==> config.mk <==
export PLATFORM = sky130hd
export DESIGN_NAME = gpio_ports
export DESIGN_NICKNAME = d
export VERILOG_FILES = /design/src/pkg/gpio_pkg.sv /design/src/pkg/edge_if.sv /design/src/hw/edge_detect.sv /design/src/hw/gpio_ports.sv
export SDC_FILE = /design/constraint.sdc
export NUM_CORES = 1
export LEC_CHECK = 0
export BUFFER_PORTS_ARGS = -buffer_cell sky130_fd_sc_hd__buf_4
export CAP_MARGIN = 25
export CORE_MARGIN = 5
export CORE_UTILIZATION = 46
export CTS_BUF_LIST = sky130_fd_sc_hd__clkbuf_8
export CTS_CLUSTER_DIAMETER = 50
export DETAILED_ROUTE_END_ITERATION = 10
export PLACE_DENSITY_LB_ADDON = 0.05
export SLEW_MARGIN = 10
export SYNTH_ARGS = -nofsm -noshare
export SYNTH_HDL_FRONTEND = slang
export SYNTH_SLANG_ARGS = --single-unit
==> constraint.sdc <==
create_clock -name sys_clk -period 1.95 [get_ports sys_clk]
set_input_delay 0.0975 -clock sys_clk [delete_from_list [all_inputs] [get_ports sys_clk]]
set_output_delay 0.0975 -clock sys_clk [all_outputs]
set_load 0.05 [all_outputs]
==> src/pkg/gpio_pkg.sv <==
package gpio_pkg;
    localparam logic [7:0] ADDR_PORT1_DATA = 8'h20;
    localparam logic [7:0] ADDR_PORT1_DIRECTION = 8'h21;
    localparam logic [7:0] ADDR_PORT1_PULLUP_SELECT = 8'h22;
    localparam logic [7:0] ADDR_PORT1_ANALOG_DIGITAL_SELECT = 8'h23;
    localparam logic [7:0] ADDR_PORT3_DATA = 8'h28;
    localparam logic [7:0] ADDR_PORT3_DIRECTION = 8'h29;
    localparam logic [7:0] ADDR_PORT3_PULLUP_SELECT = 8'h2A;
    localparam logic [7:0] ADDR_PORT3_MODE_CONTROL = 8'h2B;
    localparam logic [7:0] ADDR_PORT2_OPEN_DRAIN_CONTROL = 8'h37;
    localparam logic [7:0] ADDR_PORT2_MODE_CONTROL = 8'h27;
    localparam int MODULATOR_ENABLE_BIT = 4;
    localparam int PROG_COUNTER_ENABLE_BIT = 4;
    localparam int TRIG_HI_LSB = 2;
    localparam int TRIG_LO_LSB = 0;
    localparam int OPEN_DRAIN_LSB = 3;
    localparam int PORT2_MODULATOR_PIN = 2;
    localparam logic [7:0] PORT1_DIGITAL_ONLY_MASK = 8'hC0;
    localparam logic [7:0] RESET_ZERO = 8'h00;
    localparam logic [1:0] OPEN_DRAIN_RESET = 2'h3;
    localparam logic [3:0] PORT3_MASK = 4'hF;
    typedef enum logic [1:0] {
        TRIG_FALL = 2'b00,
        TRIG_RISE = 2'b01,
        TRIG_ANY_A = 2'b10,
        TRIG_ANY_B = 2'b11
    } trig_mode_t;
endpackage : gpio_pkg

==> src/pkg/edge_if.sv <==
`timescale 1ns/1ns
interface edge_if;
    logic pin_level;
    logic [1:0] mode;
    logic event_pulse;
    modport detector (input pin_level, input mode, output event_pulse);
    modport owner (output pin_level, output mode, input event_pulse);
endinterface : edge_if

==> src/hw/edge_detect.sv <==
`timescale 1ns/1ns
module edge_detect
    import gpio_pkg::*;
(
    input wire logic sys_clk,
    input wire logic srst,
    edge_if.detector port
);
    logic sync_a;
    logic sync_b;
    logic prev;
    logic rise;
    logic fall;

    // Three stages; first stage only feeds the second
    always_ff @(posedge sys_clk) begin
        // Stages load the idle pin level so no false edge follows reset
        if (srst) begin
            sync_a <= port.pin_level;
            sync_b <= port.pin_level;
            prev <= port.pin_level;
        end else begin
            sync_a <= port.pin_level;
            sync_b <= sync_a;
            prev <= sync_b;
        end
    end

    assign rise = sync_b & ~prev;
    assign fall = ~sync_b & prev;

    always_comb begin
        case (trig_mode_t'(port.mode))
            TRIG_FALL: port.event_pulse = fall;
            TRIG_RISE: port.event_pulse = rise;
            TRIG_ANY_A, TRIG_ANY_B: port.event_pulse = rise | fall;
            default: port.event_pulse = 1'b0;
        endcase
    end
endmodule : edge_detect

==> src/hw/gpio_ports.sv <==
`timescale 1ns/1ns
// Overview of operation
// - Modulator enable hands port2 bit2 to modulator
// - Port2 mode holds two trigger fields
// - Port3 mode bits 3-2 trigger port3 bit1
// - Port3 mode bits 1-0 trigger port3 bit0
// - Mode 00 means falling edge
// - Mode 01 means rising edge
// - Modes 10 and 11 mean any edge
// - Port3 mode bit4 enables programmable counter
// - Port3 has four data bits
// - Direction bit one drives pin
// - Pull-up on undriven input reads one
// - Open-drain bits for port2 bits 4,3
// - Open-drain bits reset to one
// - Port1 digital read gated by select
// - Data write loads held output latch
// - Port1 has eight direction-controlled pins
// - Input read returns external pin level
// - Port1 bits 6,7 digital only
// - Events pass only when enabled
module gpio_ports
    import gpio_pkg::*;
(
    input wire logic sys_clk,
    input wire logic srst,
    input wire logic [7:0] addr,
    input wire logic [7:0] wdata,
    input wire logic wr_strobe,
    input wire logic rd_strobe,
    output logic [7:0] rdata,
    input wire logic [7:0] port1_in,
    output logic [7:0] port1_out,
    output logic [7:0] port1_oe,
    output logic [7:0] port1_pullup_en,
    output logic [7:0] port1_analog_en,
    input wire logic [7:0] port2_in,
    input wire logic [7:0] port2_latch,
    input wire logic [7:0] port2_direction,
    input wire logic modulator_out,
    output logic [4:0] port2_out,
    output logic [4:0] port2_oe,
    input wire logic [3:0] port3_in,
    output logic [3:0] port3_out,
    output logic [3:0] port3_oe,
    output logic [3:0] port3_pullup_en,
    input wire logic [3:0] ext_irq_enable,
    output logic [3:0] ext_irq_request,
    output logic modulator_enable,
    output logic prog_counter_enable
);
    logic [7:0] port1_data;
    logic [7:0] port1_direction;
    logic [7:0] port1_pullup_select;
    logic [7:0] port1_analog_digital_select;
    logic [3:0] port3_data;
    logic [3:0] port3_direction;
    logic [3:0] port3_pullup_select;
    logic [4:0] port3_mode_control;
    logic [1:0] port2_open_drain_select;
    logic [4:0] port2_mode_control;
    logic [7:0] next_rdata;
    logic [7:0] port1_read;
    logic [3:0] port3_read;
    logic [3:0] irq_event;
    logic [4:0] next_port2_out;
    logic [4:0] next_port2_oe;

    edge_if e0();
    edge_if e1();
    edge_if e2();
    edge_if e3();

    assign e0.pin_level = port2_in[0];
    assign e0.mode = port2_mode_control[TRIG_LO_LSB +: 2];
    assign e1.pin_level = port2_in[1];
    assign e1.mode = port2_mode_control[TRIG_HI_LSB +: 2];
    assign e2.pin_level = port3_in[0];
    assign e2.mode = port3_mode_control[TRIG_LO_LSB +: 2];
    assign e3.pin_level = port3_in[1];
    assign e3.mode = port3_mode_control[TRIG_HI_LSB +: 2];

    edge_detect u_e0 (.sys_clk(sys_clk), .srst(srst), .port(e0.detector));
    edge_detect u_e1 (.sys_clk(sys_clk), .srst(srst), .port(e1.detector));
    edge_detect u_e2 (.sys_clk(sys_clk), .srst(srst), .port(e2.detector));
    edge_detect u_e3 (.sys_clk(sys_clk), .srst(srst), .port(e3.detector));

    assign irq_event = {e3.event_pulse, e2.event_pulse, e1.event_pulse, e0.event_pulse};

    // Data latches have no reset value; zero chosen so pins start defined
    always_ff @(posedge sys_clk) begin
        if (srst) begin
            port1_data <= RESET_ZERO;
            port3_data <= RESET_ZERO[3:0];
        end else if (wr_strobe) begin
            if (addr == ADDR_PORT1_DATA) begin
                port1_data <= wdata;
            end
            if (addr == ADDR_PORT3_DATA) begin
                port3_data <= wdata[3:0];
            end
        end
    end

    always_ff @(posedge sys_clk) begin
        if (srst) begin
            port1_direction <= RESET_ZERO;
            port1_pullup_select <= RESET_ZERO;
            port1_analog_digital_select <= RESET_ZERO;
        end else if (wr_strobe) begin
            if (addr == ADDR_PORT1_DIRECTION) begin
                port1_direction <= wdata;
            end
            if (addr == ADDR_PORT1_PULLUP_SELECT) begin
                port1_pullup_select <= wdata;
            end
            if (addr == ADDR_PORT1_ANALOG_DIGITAL_SELECT) begin
                port1_analog_digital_select <= wdata;
            end
        end
    end

    always_ff @(posedge sys_clk) begin
        if (srst) begin
            port3_direction <= RESET_ZERO[3:0];
            port3_pullup_select <= RESET_ZERO[3:0];
            port3_mode_control <= RESET_ZERO[4:0];
            port2_mode_control <= RESET_ZERO[4:0];
            port2_open_drain_select <= OPEN_DRAIN_RESET;
        end else if (wr_strobe) begin
            if (addr == ADDR_PORT3_DIRECTION) begin
                port3_direction <= wdata[3:0];
            end
            if (addr == ADDR_PORT3_PULLUP_SELECT) begin
                port3_pullup_select <= wdata[3:0];
            end
            if (addr == ADDR_PORT3_MODE_CONTROL) begin
                port3_mode_control <= wdata[4:0];
            end
            if (addr == ADDR_PORT2_MODE_CONTROL) begin
                port2_mode_control <= wdata[4:0];
            end
            if (addr == ADDR_PORT2_OPEN_DRAIN_CONTROL) begin
                port2_open_drain_select <= wdata[OPEN_DRAIN_LSB +: 2];
            end
        end
    end

    // Port3 pins are read raw, port1 pins 0-5 gated by digital select and pins 6,7 read raw; pull-up makes an undriven pin arrive as one
    always_comb begin
        port1_read = port1_in & (port1_analog_digital_select | PORT1_DIGITAL_ONLY_MASK);
        port3_read = port3_in;
    end

    always_comb begin
        case (addr)
            ADDR_PORT1_DATA: next_rdata = port1_read;
            ADDR_PORT1_DIRECTION: next_rdata = port1_direction;
            ADDR_PORT1_PULLUP_SELECT: next_rdata = port1_pullup_select;
            ADDR_PORT1_ANALOG_DIGITAL_SELECT: next_rdata = port1_analog_digital_select;
            ADDR_PORT3_DATA: next_rdata = {4'h0, port3_read};
            ADDR_PORT3_DIRECTION: next_rdata = {4'h0, port3_direction};
            ADDR_PORT3_PULLUP_SELECT: next_rdata = {4'h0, port3_pullup_select};
            ADDR_PORT3_MODE_CONTROL: next_rdata = {3'h0, port3_mode_control};
            ADDR_PORT2_MODE_CONTROL: next_rdata = {3'h0, port2_mode_control};
            ADDR_PORT2_OPEN_DRAIN_CONTROL: next_rdata = {3'h0, port2_open_drain_select, 3'h0};
            default: next_rdata = 8'h00;
        endcase
    end

    // Read data valid only the cycle after the strobe
    always_ff @(posedge sys_clk) begin
        if (srst) begin
            rdata <= 8'h00;
        end else if (rd_strobe) begin
            rdata <= next_rdata;
        end else begin
            rdata <= 8'h00;
        end
    end

    // Port2 pins 0-4 are shaped here; data and direction live elsewhere
    always_comb begin
        next_port2_out = port2_latch[4:0];
        next_port2_oe = port2_direction[4:0];
        if (port2_mode_control[MODULATOR_ENABLE_BIT]) begin
            next_port2_out[PORT2_MODULATOR_PIN] = modulator_out;
            next_port2_oe[PORT2_MODULATOR_PIN] = 1'b1;
        end
        // Open drain only pulls low, releases for a one
        if (port2_open_drain_select[0]) begin
            next_port2_out[3] = 1'b0;
            next_port2_oe[3] = port2_direction[3] & ~port2_latch[3];
        end
        if (port2_open_drain_select[1]) begin
            next_port2_out[4] = 1'b0;
            next_port2_oe[4] = port2_direction[4] & ~port2_latch[4];
        end
    end

    always_ff @(posedge sys_clk) begin
        if (srst) begin
            port1_out <= 8'h00;
            port1_oe <= 8'h00;
            port1_pullup_en <= 8'h00;
            port1_analog_en <= 8'h00;
            port3_out <= 4'h0;
            port3_oe <= 4'h0;
            port3_pullup_en <= 4'h0;
            port2_out <= 5'h00;
            port2_oe <= 5'h00;
            modulator_enable <= 1'b0;
            prog_counter_enable <= 1'b0;
        end else begin
            port1_out <= port1_data;
            port1_oe <= port1_direction;
            port1_pullup_en <= port1_pullup_select & ~port1_direction;
            port1_analog_en <= ~port1_analog_digital_select & ~PORT1_DIGITAL_ONLY_MASK;
            port3_out <= port3_data;
            port3_oe <= port3_direction & PORT3_MASK;
            port3_pullup_en <= port3_pullup_select & ~port3_direction;
            port2_out <= next_port2_out;
            port2_oe <= next_port2_oe;
            modulator_enable <= port2_mode_control[MODULATOR_ENABLE_BIT];
            prog_counter_enable <= port3_mode_control[PROG_COUNTER_ENABLE_BIT];
        end
    end

    always_ff @(posedge sys_clk) begin
        if (srst) begin
            ext_irq_request <= 4'h0;
        end else begin
            ext_irq_request <= irq_event & ext_irq_enable;
        end
    end
endmodule : gpio_ports

; ---- After elaboration in Yosys (flattened, before gate mapping)
; Cells that the tools add are included.
; W data, S select, Z words.
[totals]
regBits = 136
output_inout_bits = 68
word_cells = 130
[op_classes]
n_eq_ne = 22
muxes = 17
n_bitwise = 32
reduce_logical = 21
[ops]
columns = operator, count
row1 = $eq A8 B6 Y1 const B, 10
row2 = $pmux W8 S10, 1
row3 = $reduce_and A2 Y1, 10
row4 = $and A8 B8 Y8, 2
row5 = $eq A2 B2 Y1 const B, 8
row6 = $reduce_or A2 Y1, 7
row7 = $mux W1, 12
row8 = $pmux W1 S3, 4
row9 = $not A1 Y1, 11
row10 = $and A1 B1 Y1, 10
row11 = $and A4 B4 Y4, 2
row12 = $eq A2 B1 Y1 const B, 4
row13 = $logic_not A2 Y1, 4
row14 = $not A8 Y8, 1
row15 = $not A6 Y6, 1
row16 = $not A4 Y4, 1
row17 = $or A1 B1 Y1, 4

; ---- Logic depth before layout (Yosys ltp)
; Gate-level depths: netlist of run 1.
[logic_depth]
word_depth = 5
depth_mapped = 7

; ---- By module
; Synthesis of run 1 repeated with hierarchy kept, for this count alone.
[unflattened]
cells_unflattened = 466
area_unflattened_um2 = 4977.3
[modules_own_cells]
columns = module, n_inst, cells_per_inst, area_per_inst_um2, seq_area_each_um2
row1 = gpio_ports, 1, 414, 4456.8, 2442.3
row2 = edge_detect, 4, 13, 130.1, 60.1

; ---- Worst setup path after synthesis of run 1
; Ideal clock, no wire load.
[synth_timing]
path_kind = input to register
startpoint = input port addr[7]
endpoint = register port1_data[4]
setup_ps = 128
arrival_ps = 1585
t_required_ps = 1822
setup_slack_ps = 237
stages = 6
path_cell_list = or3b_1 buf_6 buf_8 nor4_4 mux2i_1 nor2_1
[synth_via]
elab_chain_cells = 2
[synth_lines]
columns = item, line
row1 = start: declaration, gpio_ports.sv:27  ; input wire logic [7:0] addr,
row2 = $eq A8 B6 Y1, gpio_ports.sv:96  ; if (addr == ADDR_PORT1_DATA) begin
row3 = $reduce_and A2 Y1 (no source line), n/a
row4 = end signal: assignment, gpio_ports.sv:97  ; port1_data <= wdata;
row5 = end: declaration, gpio_ports.sv:52  ; logic [7:0] port1_data;
; No other way between the ends.
; A chain may end at the register's enable or synchronous reset.

; ---- Worst setup path after layout of run 1
[layout_timing]
startpoint = input port addr[7]
endpoint = register port3_mode_control[0]
[layout_via]
elab_chain_cells = 2
[layout_lines]
columns = item, line
row1 = $eq A8 B6 Y1, gpio_ports.sv:137  ; if (addr == ADDR_PORT3_MODE_CONTROL) begin
row2 = $reduce_and A2 Y1 (no source line), n/a
row3 = end signal: assignment, gpio_ports.sv:127  ; port3_mode_control <= RESET_ZERO[4:0];
row4 = end signal: assignment, gpio_ports.sv:138  ; port3_mode_control <= wdata[4:0];
row5 = end: declaration, gpio_ports.sv:59  ; logic [4:0] port3_mode_control;
; No other way between the ends.

==> impl_metrics.yaml, run 1 <==
run_status:
  status: "complete, no violations"
die:
  io_pins: 129
  core_sq_um: 10700
  row_count: 38
  die_x_um: 114
  dieArea_sq_um: 13100
  die_h_um: 114
  start_util: 0.466
sta:
  rsz0062_at_grt: "false"
  finalClockSkew_ns: 0.0153
  fmax_ghz: 0.668
  setup-violations-final: 0
  tns_ns: 0
  finalCritPeriodShare: 0.767
  hold_viol: 0
  worst_slew_pin_slew_ns: 0.540
  slew_violations: 0
  relSlewSlack: 0.640
  min_period_ns: 1.50
  hold_slack_ns: 0.0276
cts:
  cts_tree: "built"
  htreeDepth: 4
  clockRootBuffer: "clkbuf_8"
  cts_resized: 0
  clock_path_buffers: 2
  cts_buffers: 17
  clk-insertion-delay-late_ns: 0.44
  path_clk_slew_ns: 0.07
  cts_setup_buffers: 0
  cts_sinks: 134
layout:
  drive_above_1_share: 0.288
  diodes: 0
  syn_to_final_growth_pct: 34.8
  fin_nets: 688
  final_area_sq_um: 6750
synth:
  synthCells: 473
  syn_area_sq_um: 5010
  yosysMostFrequentCell: "dfxtp_1"
  synth_top_family_by_area: "simple AND/OR/NAND/NOR gates"
  ys_ff_latch: 134
  async_reset_ff_frac: 0
  synth_compound_area_frac: 0.0719
  syn_area_per_cell_sq_um: 10.6
  synth_edf_count: 0
  synthAdderAreaFrac: 0.0200
  synth.top_cell.area_share: 0.535
  synth_common_cells: "dfxtp_1, nor2_1, mux2i_1, nor2b_1"
  synth_ff_type: "dfxtp_1"
  synth_cell_types: 47
  ys_seq_area_frac: 0.535
  synth_xor_area_frac: 0
  synthMuxAreaShare: 0.138
  ys_top_cells_by_area: "dfxtp_1, mux2i_1, nor2_1"
  synth_largest_area_cell: "dfxtp_1"
  synth-simple-area-share: 0.185
  yosys_warnings: 0
route:
  drc: 0
  viasPerCell: 4.93
  drt_wl_total_um: 11900
  wire_per_inst_um: 15.4
  drtPass1Iterations: 4
  first_iter_violations: 175
  ant_nets: 0
  num_vias: 3809
setup_path:
  critPathTopFamily: "simple AND/OR/NAND/NOR gates"
  cp.required_ns: 2.26
  cp_num_buf_inv: 1
  crit_type: "input port to flop"
  arrival_ns: 1.80
  path_cells: "buf_4 -> or3b_1 -> or4_1 -> mux2i_1 -> nor2_1"
  path_max_fanout: 9
  startpoint_type: "input port"
  worst_setup_path_end_kind: "flop"
  rrSetupSlack_ns: 0.55
  slowest_delay_ns: 0.74
  cp_slowest_cell: "or4_1"
grt:
  antenna_found_initial: 0
  grt_max_degree: 127
  grt_pass1_wl_um: 19400
  overflow: 0
  grt_pass1_vias: 3912
  grt.total_usage: 0.191
placement:
  placed_cell_area_sq_um: 6040
  numPortBuffers: 114
  gp_congestion: 0.891
  hpwl_um: 8130
pwr:
  power.leakage_nw: 2.94
  powerDensity_nw_per_um2: 859
  irDropWorstVdd_v: 0.000419
job:
  drv_cap: 0
worst_hold_path:
  hold_path.class: "input port to flop"
[tightest hold or removal path, cell delays in order]
cell and delay, ns:
buf_4 0.17, mux2i_1 0.09, nor2_1 0.08
[worst paths after layout]
check                                     startpoint                                  end  cells after the start
setup / recovery                             addr[7]   port3_mode_control[0]$_SDFFE_PP0P_                      5
hold / removal                              wdata[0]  port1_pullup_select[0]$_SDFFE_PP0P_                      3
setup reg to reg  port2_mode_control[4]$_SDFFE_PP0P_              port2_out[2]$_SDFF_PP0_                      3
hold reg to reg                  u_e1.sync_a$_DFF_P_                  u_e1.sync_b$_DFF_P_                      2
[through the flow]
step                       util  total power, mW  instances  setup WS [ns]
final                     0.628             5.80        772          0.454
after global routing      0.628             6.04        772          0.410
after CTS                 0.628             5.87        772          0.475
after detailed placement  0.562             3.25        715        0.00599
after global placement    0.562             3.25        715         0.0472
after floorplan               -             3.09        474          0.237
[area by class of cell]
class                   count  area, sq um
clock buffers              21          289
clock inverters            11          170
fillers                   903         3990
inverters                  23         86.3
multi-input cells         285         2090
flip-flops and latches    134         2680
well taps                 140          175
repair buffers            158         1260
[cells in the final DEF (no fill, tap or decap), drive strengths merged, types with 4 or more instances in the layout]
master	instances
dfxtp	134
buf	133
nor2	67
mux2i	59
nor2b	39
dlygate4sd3	25
inv	24
clkbuf	21
nor3b	20
o21ai	13
nand2	10
ha	8
a211oi	6
nor3	6
nor4	5
a21oi	5
a2111oi	4
mux4	4
bufinv	4
[kinds of logic after synthesis]
| kind of cell | after synthesis |
|---|---|
| mux | 64 |
| buf+inv | 55 |
| compound gates | 50 |
| fa+ha+maj | 8 |
| other cells | 1 |
| simple gates | 161 |
| flops | 134 |
[registers in the layout, summed over array words and instances, names as in the netlist, 4 cells and up]
name / flops
port1_analog_digital_select: 8
port1_data: 8
port1_direction: 8
port1_oe: 8
port1_out: 8
port1_pullup_en: 8
port1_pullup_select: 8
rdata: 8
port1_analog_en: 6
port2_mode_control: 5
port2_oe: 5
port2_out: 5
port3_mode_control: 5
ext_irq_request: 4
port3_data: 4
port3_direction: 4
port3_oe: 4
port3_out: 4
port3_pullup_en: 4
port3_pullup_select: 4
[what timing repair did]
item                                    in CTS  in global routing
hold endpoints to repair                    47                  0
endpoints found under the setup margin       0                  0
hold buffers                                25                  0
[per-layer routing]
metal / track usage / up-vias / routed length [um]
li1: - / 1895 / -
met2: 0.311 / 103 / 5840
met1: 0.242 / 1805 / 5240
met5: 0 / - / 0
met4: 0.0530 / 0 / 72
met3: 0.0645 / 6 / 708
[where the power goes]
| part | leakage [nW] | switching, mW | internal (mW) |
|---|---|---|---|
| Combinational | 1.63 | 0.254 | 0.186 |
| Sequential | 1.09 | 0.0142 | 2.77 |
| Clock | 0.224 | 1.04 | 1.53 |
| Total | 2.94 | 1.31 | 4.49 |
Note: power is estimated with default switching activity, not from simulation.
==> run 2: changes to the inputs <==
- clock period: 1.95 -> 1.41 ns (I/O delays scaled with it)
==> impl_metrics.yaml, run 2 (synthesis results as in run 1) <==
run_status:
  status: "complete, no violations"
cts:
  clockRootBuffer: "clkbuf_8"
  cts_buffers: 17
  cts_sinks: 134
  clock_path_buffers: 2
  path_clk_slew_ns: 0.08
  htreeDepth: 4
  cts_tree: "built"
  clk-insertion-delay-late_ns: 0.42
setup_path:
  arrival_ns: 1.66
  cp.required_ns: 1.71
  worst_setup_path_end_kind: "flop"
  crit_type: "flop to flop"
  path_max_fanout: 2
  startpoint_type: "flop"
pwr:
  p_total_mw: 7.97
  switching_share: 0.230
  irDropWorstVdd_v: 0.000715
  power_frac_clock: 0.435
  p_int_mw: 6.14
  powerDensity_nw_per_um2: 1150
  p_comb_frac: 0.081
  p_seq_frac: 0.484
  power_switching_mw: 1.83
  power.leakage_nw: 3.06
layout:
  mostFrequentLayoutCell: "buf_4"
  fin_nets: 712
  syn_to_final_growth_pct: 38.8
  drive_above_1_share: 0.309
  diodes: 0
  final_util: 0.647
  final_cell_mix: "buf_4, dfxtp_1, nor2_1"
  layout.cells.non_filler: 796
sta:
  hold_viol: 0
  finalClockSkew_ns: 0.00688
  setup-violations-final: 0
  min_period_ns: 1.36
  rsz0062_at_grt: "false"
  slew_violations: 0
  finalCritPeriodShare: 0.968
  fmax_ghz: 0.733
placement:
  numPortBuffers: 114
  placed_cells: 736
  hpwl_um: 8430
  gp_congestion: 0.877
job:
  drv_cap: 0
grt:
  antenna_found_initial: 0
  overflow: 0
  grt_pass1_wl_um: 20200
  grt_pass1_vias: 4058
  grt_max_degree: 127
  grt.total_usage: 0.195
die:
  die_x_um: 114
  io_pins: 129
  start_util: 0.466
  core_sq_um: 10700
  dieArea_sq_um: 13100
  row_count: 38
  die_h_um: 114
worst_hold_path:
  hold_path.class: "input port to flop"
route:
  wire_per_inst_um: 15.1
  drt_wl_total_um: 12000
  ant_nets: 0
  drc: 0
  viasPerCell: 4.90
  first_iter_violations: 228
  drtPass1Iterations: 5
  num_vias: 3901
-- run 2: worst paths after layout --
check	start	endpoint	slack [ns]	cells past startpoint
min reg2reg	u_e3.sync_a$_DFF_P_	u_e3.sync_b$_DFF_P_	0.44	2
max	port3_mode_control[3]$_SDFFE_PP0P_	rdata[3]$_SDFF_PP0_	0.05	4
min	port1_in[6]	rdata[6]$_SDFF_PP0_	0.08	3
max reg2reg	port3_mode_control[3]$_SDFFE_PP0P_	rdata[3]$_SDFF_PP0_	0.05	4
-- run 2: what timing repair did --
action                     in CTS  in global routing
setup buffers                   0                  0
hold endpoints to repair       75                  0
setup endpoints to repair       0                  1
hold buffers                   28                  0
resized for setup               0                  1
-- run 2: stage by stage --
step / cell area [sq um] / hold slack (ns) / setup TNS (ns) / setup WS (ns)
finish: 6950 / 0.0790 / 0 / 0.0450
global route: 6950 / 0.0679 / 0 / 0.00515
CTS: 6950 / 0.0544 / 0 / 0.0768
detailed placement: 6230 / 0.186 / -13.41 / -0.360
global placement: 6230 / 0.184 / -12.49 / -0.323
floorplan: 5060 / 0.0982 / -5.72 / -0.161
-- run 2: layout make-up --
type / count / area, sq um
inverter: 23 / 86.3
tap: 140 / 175
multi-input combinational: 285 / 2090
clock inverter: 13 / 179
sequential: 134 / 2680
clock buffer: 19 / 262
timing repair buffer: 182 / 1470
fill: 892 / 3790
-- run 2: critical path, cell delays in order, from the launching register on --
cell	delay, ns
dfxtp_1	0.33
mux2_2	0.27
a22o_1	0.18
a221oi_1	0.35
a21oi_1	0.12
-- run 2: power by group through the flow --
stage                     registers [mW]  logic [mW]  clock network [mW]
final                               3.85       0.647                3.47
after global routing                3.86       0.705                3.75
after CTS                           3.85       0.651                3.56
after detailed placement            3.94       0.589                   0
after global placement              3.94       0.580                   0
after floorplan                     4.03       0.253                   0
-- run 2: per-layer routing --
metal / vias to the layer above / track usage / part of all wire
met5: - / 0 / 0
met3: 12 / 0.0518 / 0.060
met1: 1838 / 0.246 / 0.44
met2: 100 / 0.319 / 0.49
met4: 0 / 0.0776 / 0.010
li1: 1951 / - / -
==> run 3: changes to the inputs <==
- CTS_BUF_LIST: sky130_fd_sc_hd__clkbuf_8 -> sky130_fd_sc_hd__clkbuf_16
==> impl_metrics.yaml, run 3 (synthesis results as in run 1) <==
run_status:
  status: "complete, no violations"
cts:
  clk-insertion-delay-late_ns: 0.41
  path_clk_slew_ns: 0.06
  cts_tree: "built"
  htreeDepth: 4
  clock_path_buffers: 2
  cts_setup_buffers: 0
  cts_sinks: 134
  cts_buffers: 17
  clockRootBuffer: "clkbuf_16"
die:
  start_util: 0.466
  io_pins: 129
  dieArea_sq_um: 13100
  core_sq_um: 10700
  row_count: 38
  die_h_um: 114
  die_x_um: 114
sta:
  min_period_ns: 1.37
  slew_violations: 0
  hold_slack_ns: 0.0150
  setup-violations-final: 0
  rsz0062_at_grt: "false"
  relSlewSlack: 0.661
  finalClockSkew_ns: 0.00513
  fmax_ghz: 0.731
  finalCritPeriodShare: 0.970
  hold_viol: 0
  worst_slew_pin_slew_ns: 0.509
setup_path:
  slowest_delay_ns: 0.35
  worst_setup_path_end_kind: "flop"
  cp.required_ns: 1.69
  cp_num_buf_inv: 0
  crit_type: "flop to flop"
  rr_worst_depth: 4
  critPathTopFamily: "compound AO/OA/AOI/OAI gates"
  arrival_ns: 1.65
  cp.depth: 4
  startpoint_type: "flop"
  cp_slowest_cell: "a221oi_1"
  path_max_fanout: 2
  path_cells: "mux2_2 -> a22o_1 -> a221oi_1 -> a21oi_1"
worst_hold_path:
  min_delay_path_depth: 2
  hold_path.class: "input port to flop"
layout:
  syn_to_final_growth_pct: 41.5
  final_util: 0.660
  fin_nets: 708
  diodes: 0
  mostFrequentLayoutCell: "buf_4"
  final_cell_mix: "buf_4, dfxtp_1, nor2_1"
  num-fill-cells: 878
  drive_above_1_share: 0.311
route:
  wire_per_inst_um: 15.2
  viasPerCell: 4.91
  ant_nets: 0
  drtPass1Iterations: 4
  drc: 0
  drt_wl_total_um: 12100
  first_iter_violations: 250
  num_vias: 3885
placement:
  numPortBuffers: 114
  hpwl_um: 8430
  gp_congestion: 0.877
grt:
  grt_pass1_wl_um: 20200
  grt_pass1_vias: 4052
  antenna_found_initial: 0
  grt.total_usage: 0.196
  overflow: 0
  grt_max_degree: 127
job:
  drv_cap: 0
pwr:
  powerDensity_nw_per_um2: 1270
  irDropWorstVdd_v: 0.000642
  power.leakage_nw: 3.12
==> run 3: cell types whose count changed in the layout (fill, tap and decap cells not counted), sizes merged <==
cell / delta
clkinv: +2
clkbuf: -2
dlygate4sd3: -4
==> run 3: final cells by class <==
type / count / area, sq um / area share
repair buffers: 178 / 1430 / 0.202
flip-flops and latches: 134 / 2680 / 0.379
well taps: 140 / 175 / 0.0247
inverters: 23 / 86.3 / 0.0122
multi-input cells: 285 / 2100 / 0.296
clock inverters: 15 / 186 / 0.0263
clock buffers: 17 / 425 / 0.0600
==> run 3: metrics by stage <==
step                power [mW]  instance area, sq um  instances  worst slack [ns]  TNS (ns)
detailed placement        4.53                  6230        736            -0.360    -13.41
CTS                       9.15                  7080        792            0.0684         0
global route              9.39                  7090        792            0.0367         0
floorplan                 4.28                  5060        474            -0.161     -5.72
finish                    9.04                  7090        792            0.0426         0
global placement          4.52                  6230        736            -0.323    -12.49
==> run 3: routing by layer <==
layer / vias up / part of all wire / global-route usage
li1: 1945 / - / -
met1: 1826 / 0.44 / 0.247
met2: 102 / 0.49 / 0.319
met3: 12 / 0.058 / 0.0455
met4: 0 / 0.012 / 0.0911
met5: - / 0 / 0
==> run 3: final timing paths <==
path                                                           endpoint                          startpoint  slack, ns
worst max-delay path                                rdata[3]$_SDFF_PP0_  port3_mode_control[3]$_SDFFE_PP0P_       0.04
worst min-delay path            port2_open_drain_select[0]$_SDFFE_PP1P_                            wdata[3]       0.01
worst max register to register                      rdata[3]$_SDFF_PP0_  port3_mode_control[3]$_SDFFE_PP0P_       0.04
worst min register to register                      u_e3.sync_b$_DFF_P_                 u_e3.sync_a$_DFF_P_       0.43
==> run 3: repair_timing <==
action	4_1_cts	5_1_grt
setup endpoints to repair	0	4
endpoints found under the hold margin	48	0
gates resized for setup	0	3
hold buffers	24	0
==> run 3: worst reg2reg max path, stage by stage (launching register included) <==
cell and delay, ns:
dfxtp_1 0.32, mux2_2 0.27, a22o_1 0.19, a221oi_1 0.35, a21oi_1 0.12
==> run 3: power by group <==
part           internal, mW  total [mW]  leakage (nW)  switching (mW)
logic                 0.284       0.641          1.74           0.357
clock network          2.93        4.54         0.295            1.60
registers              3.84        3.86          1.09          0.0188
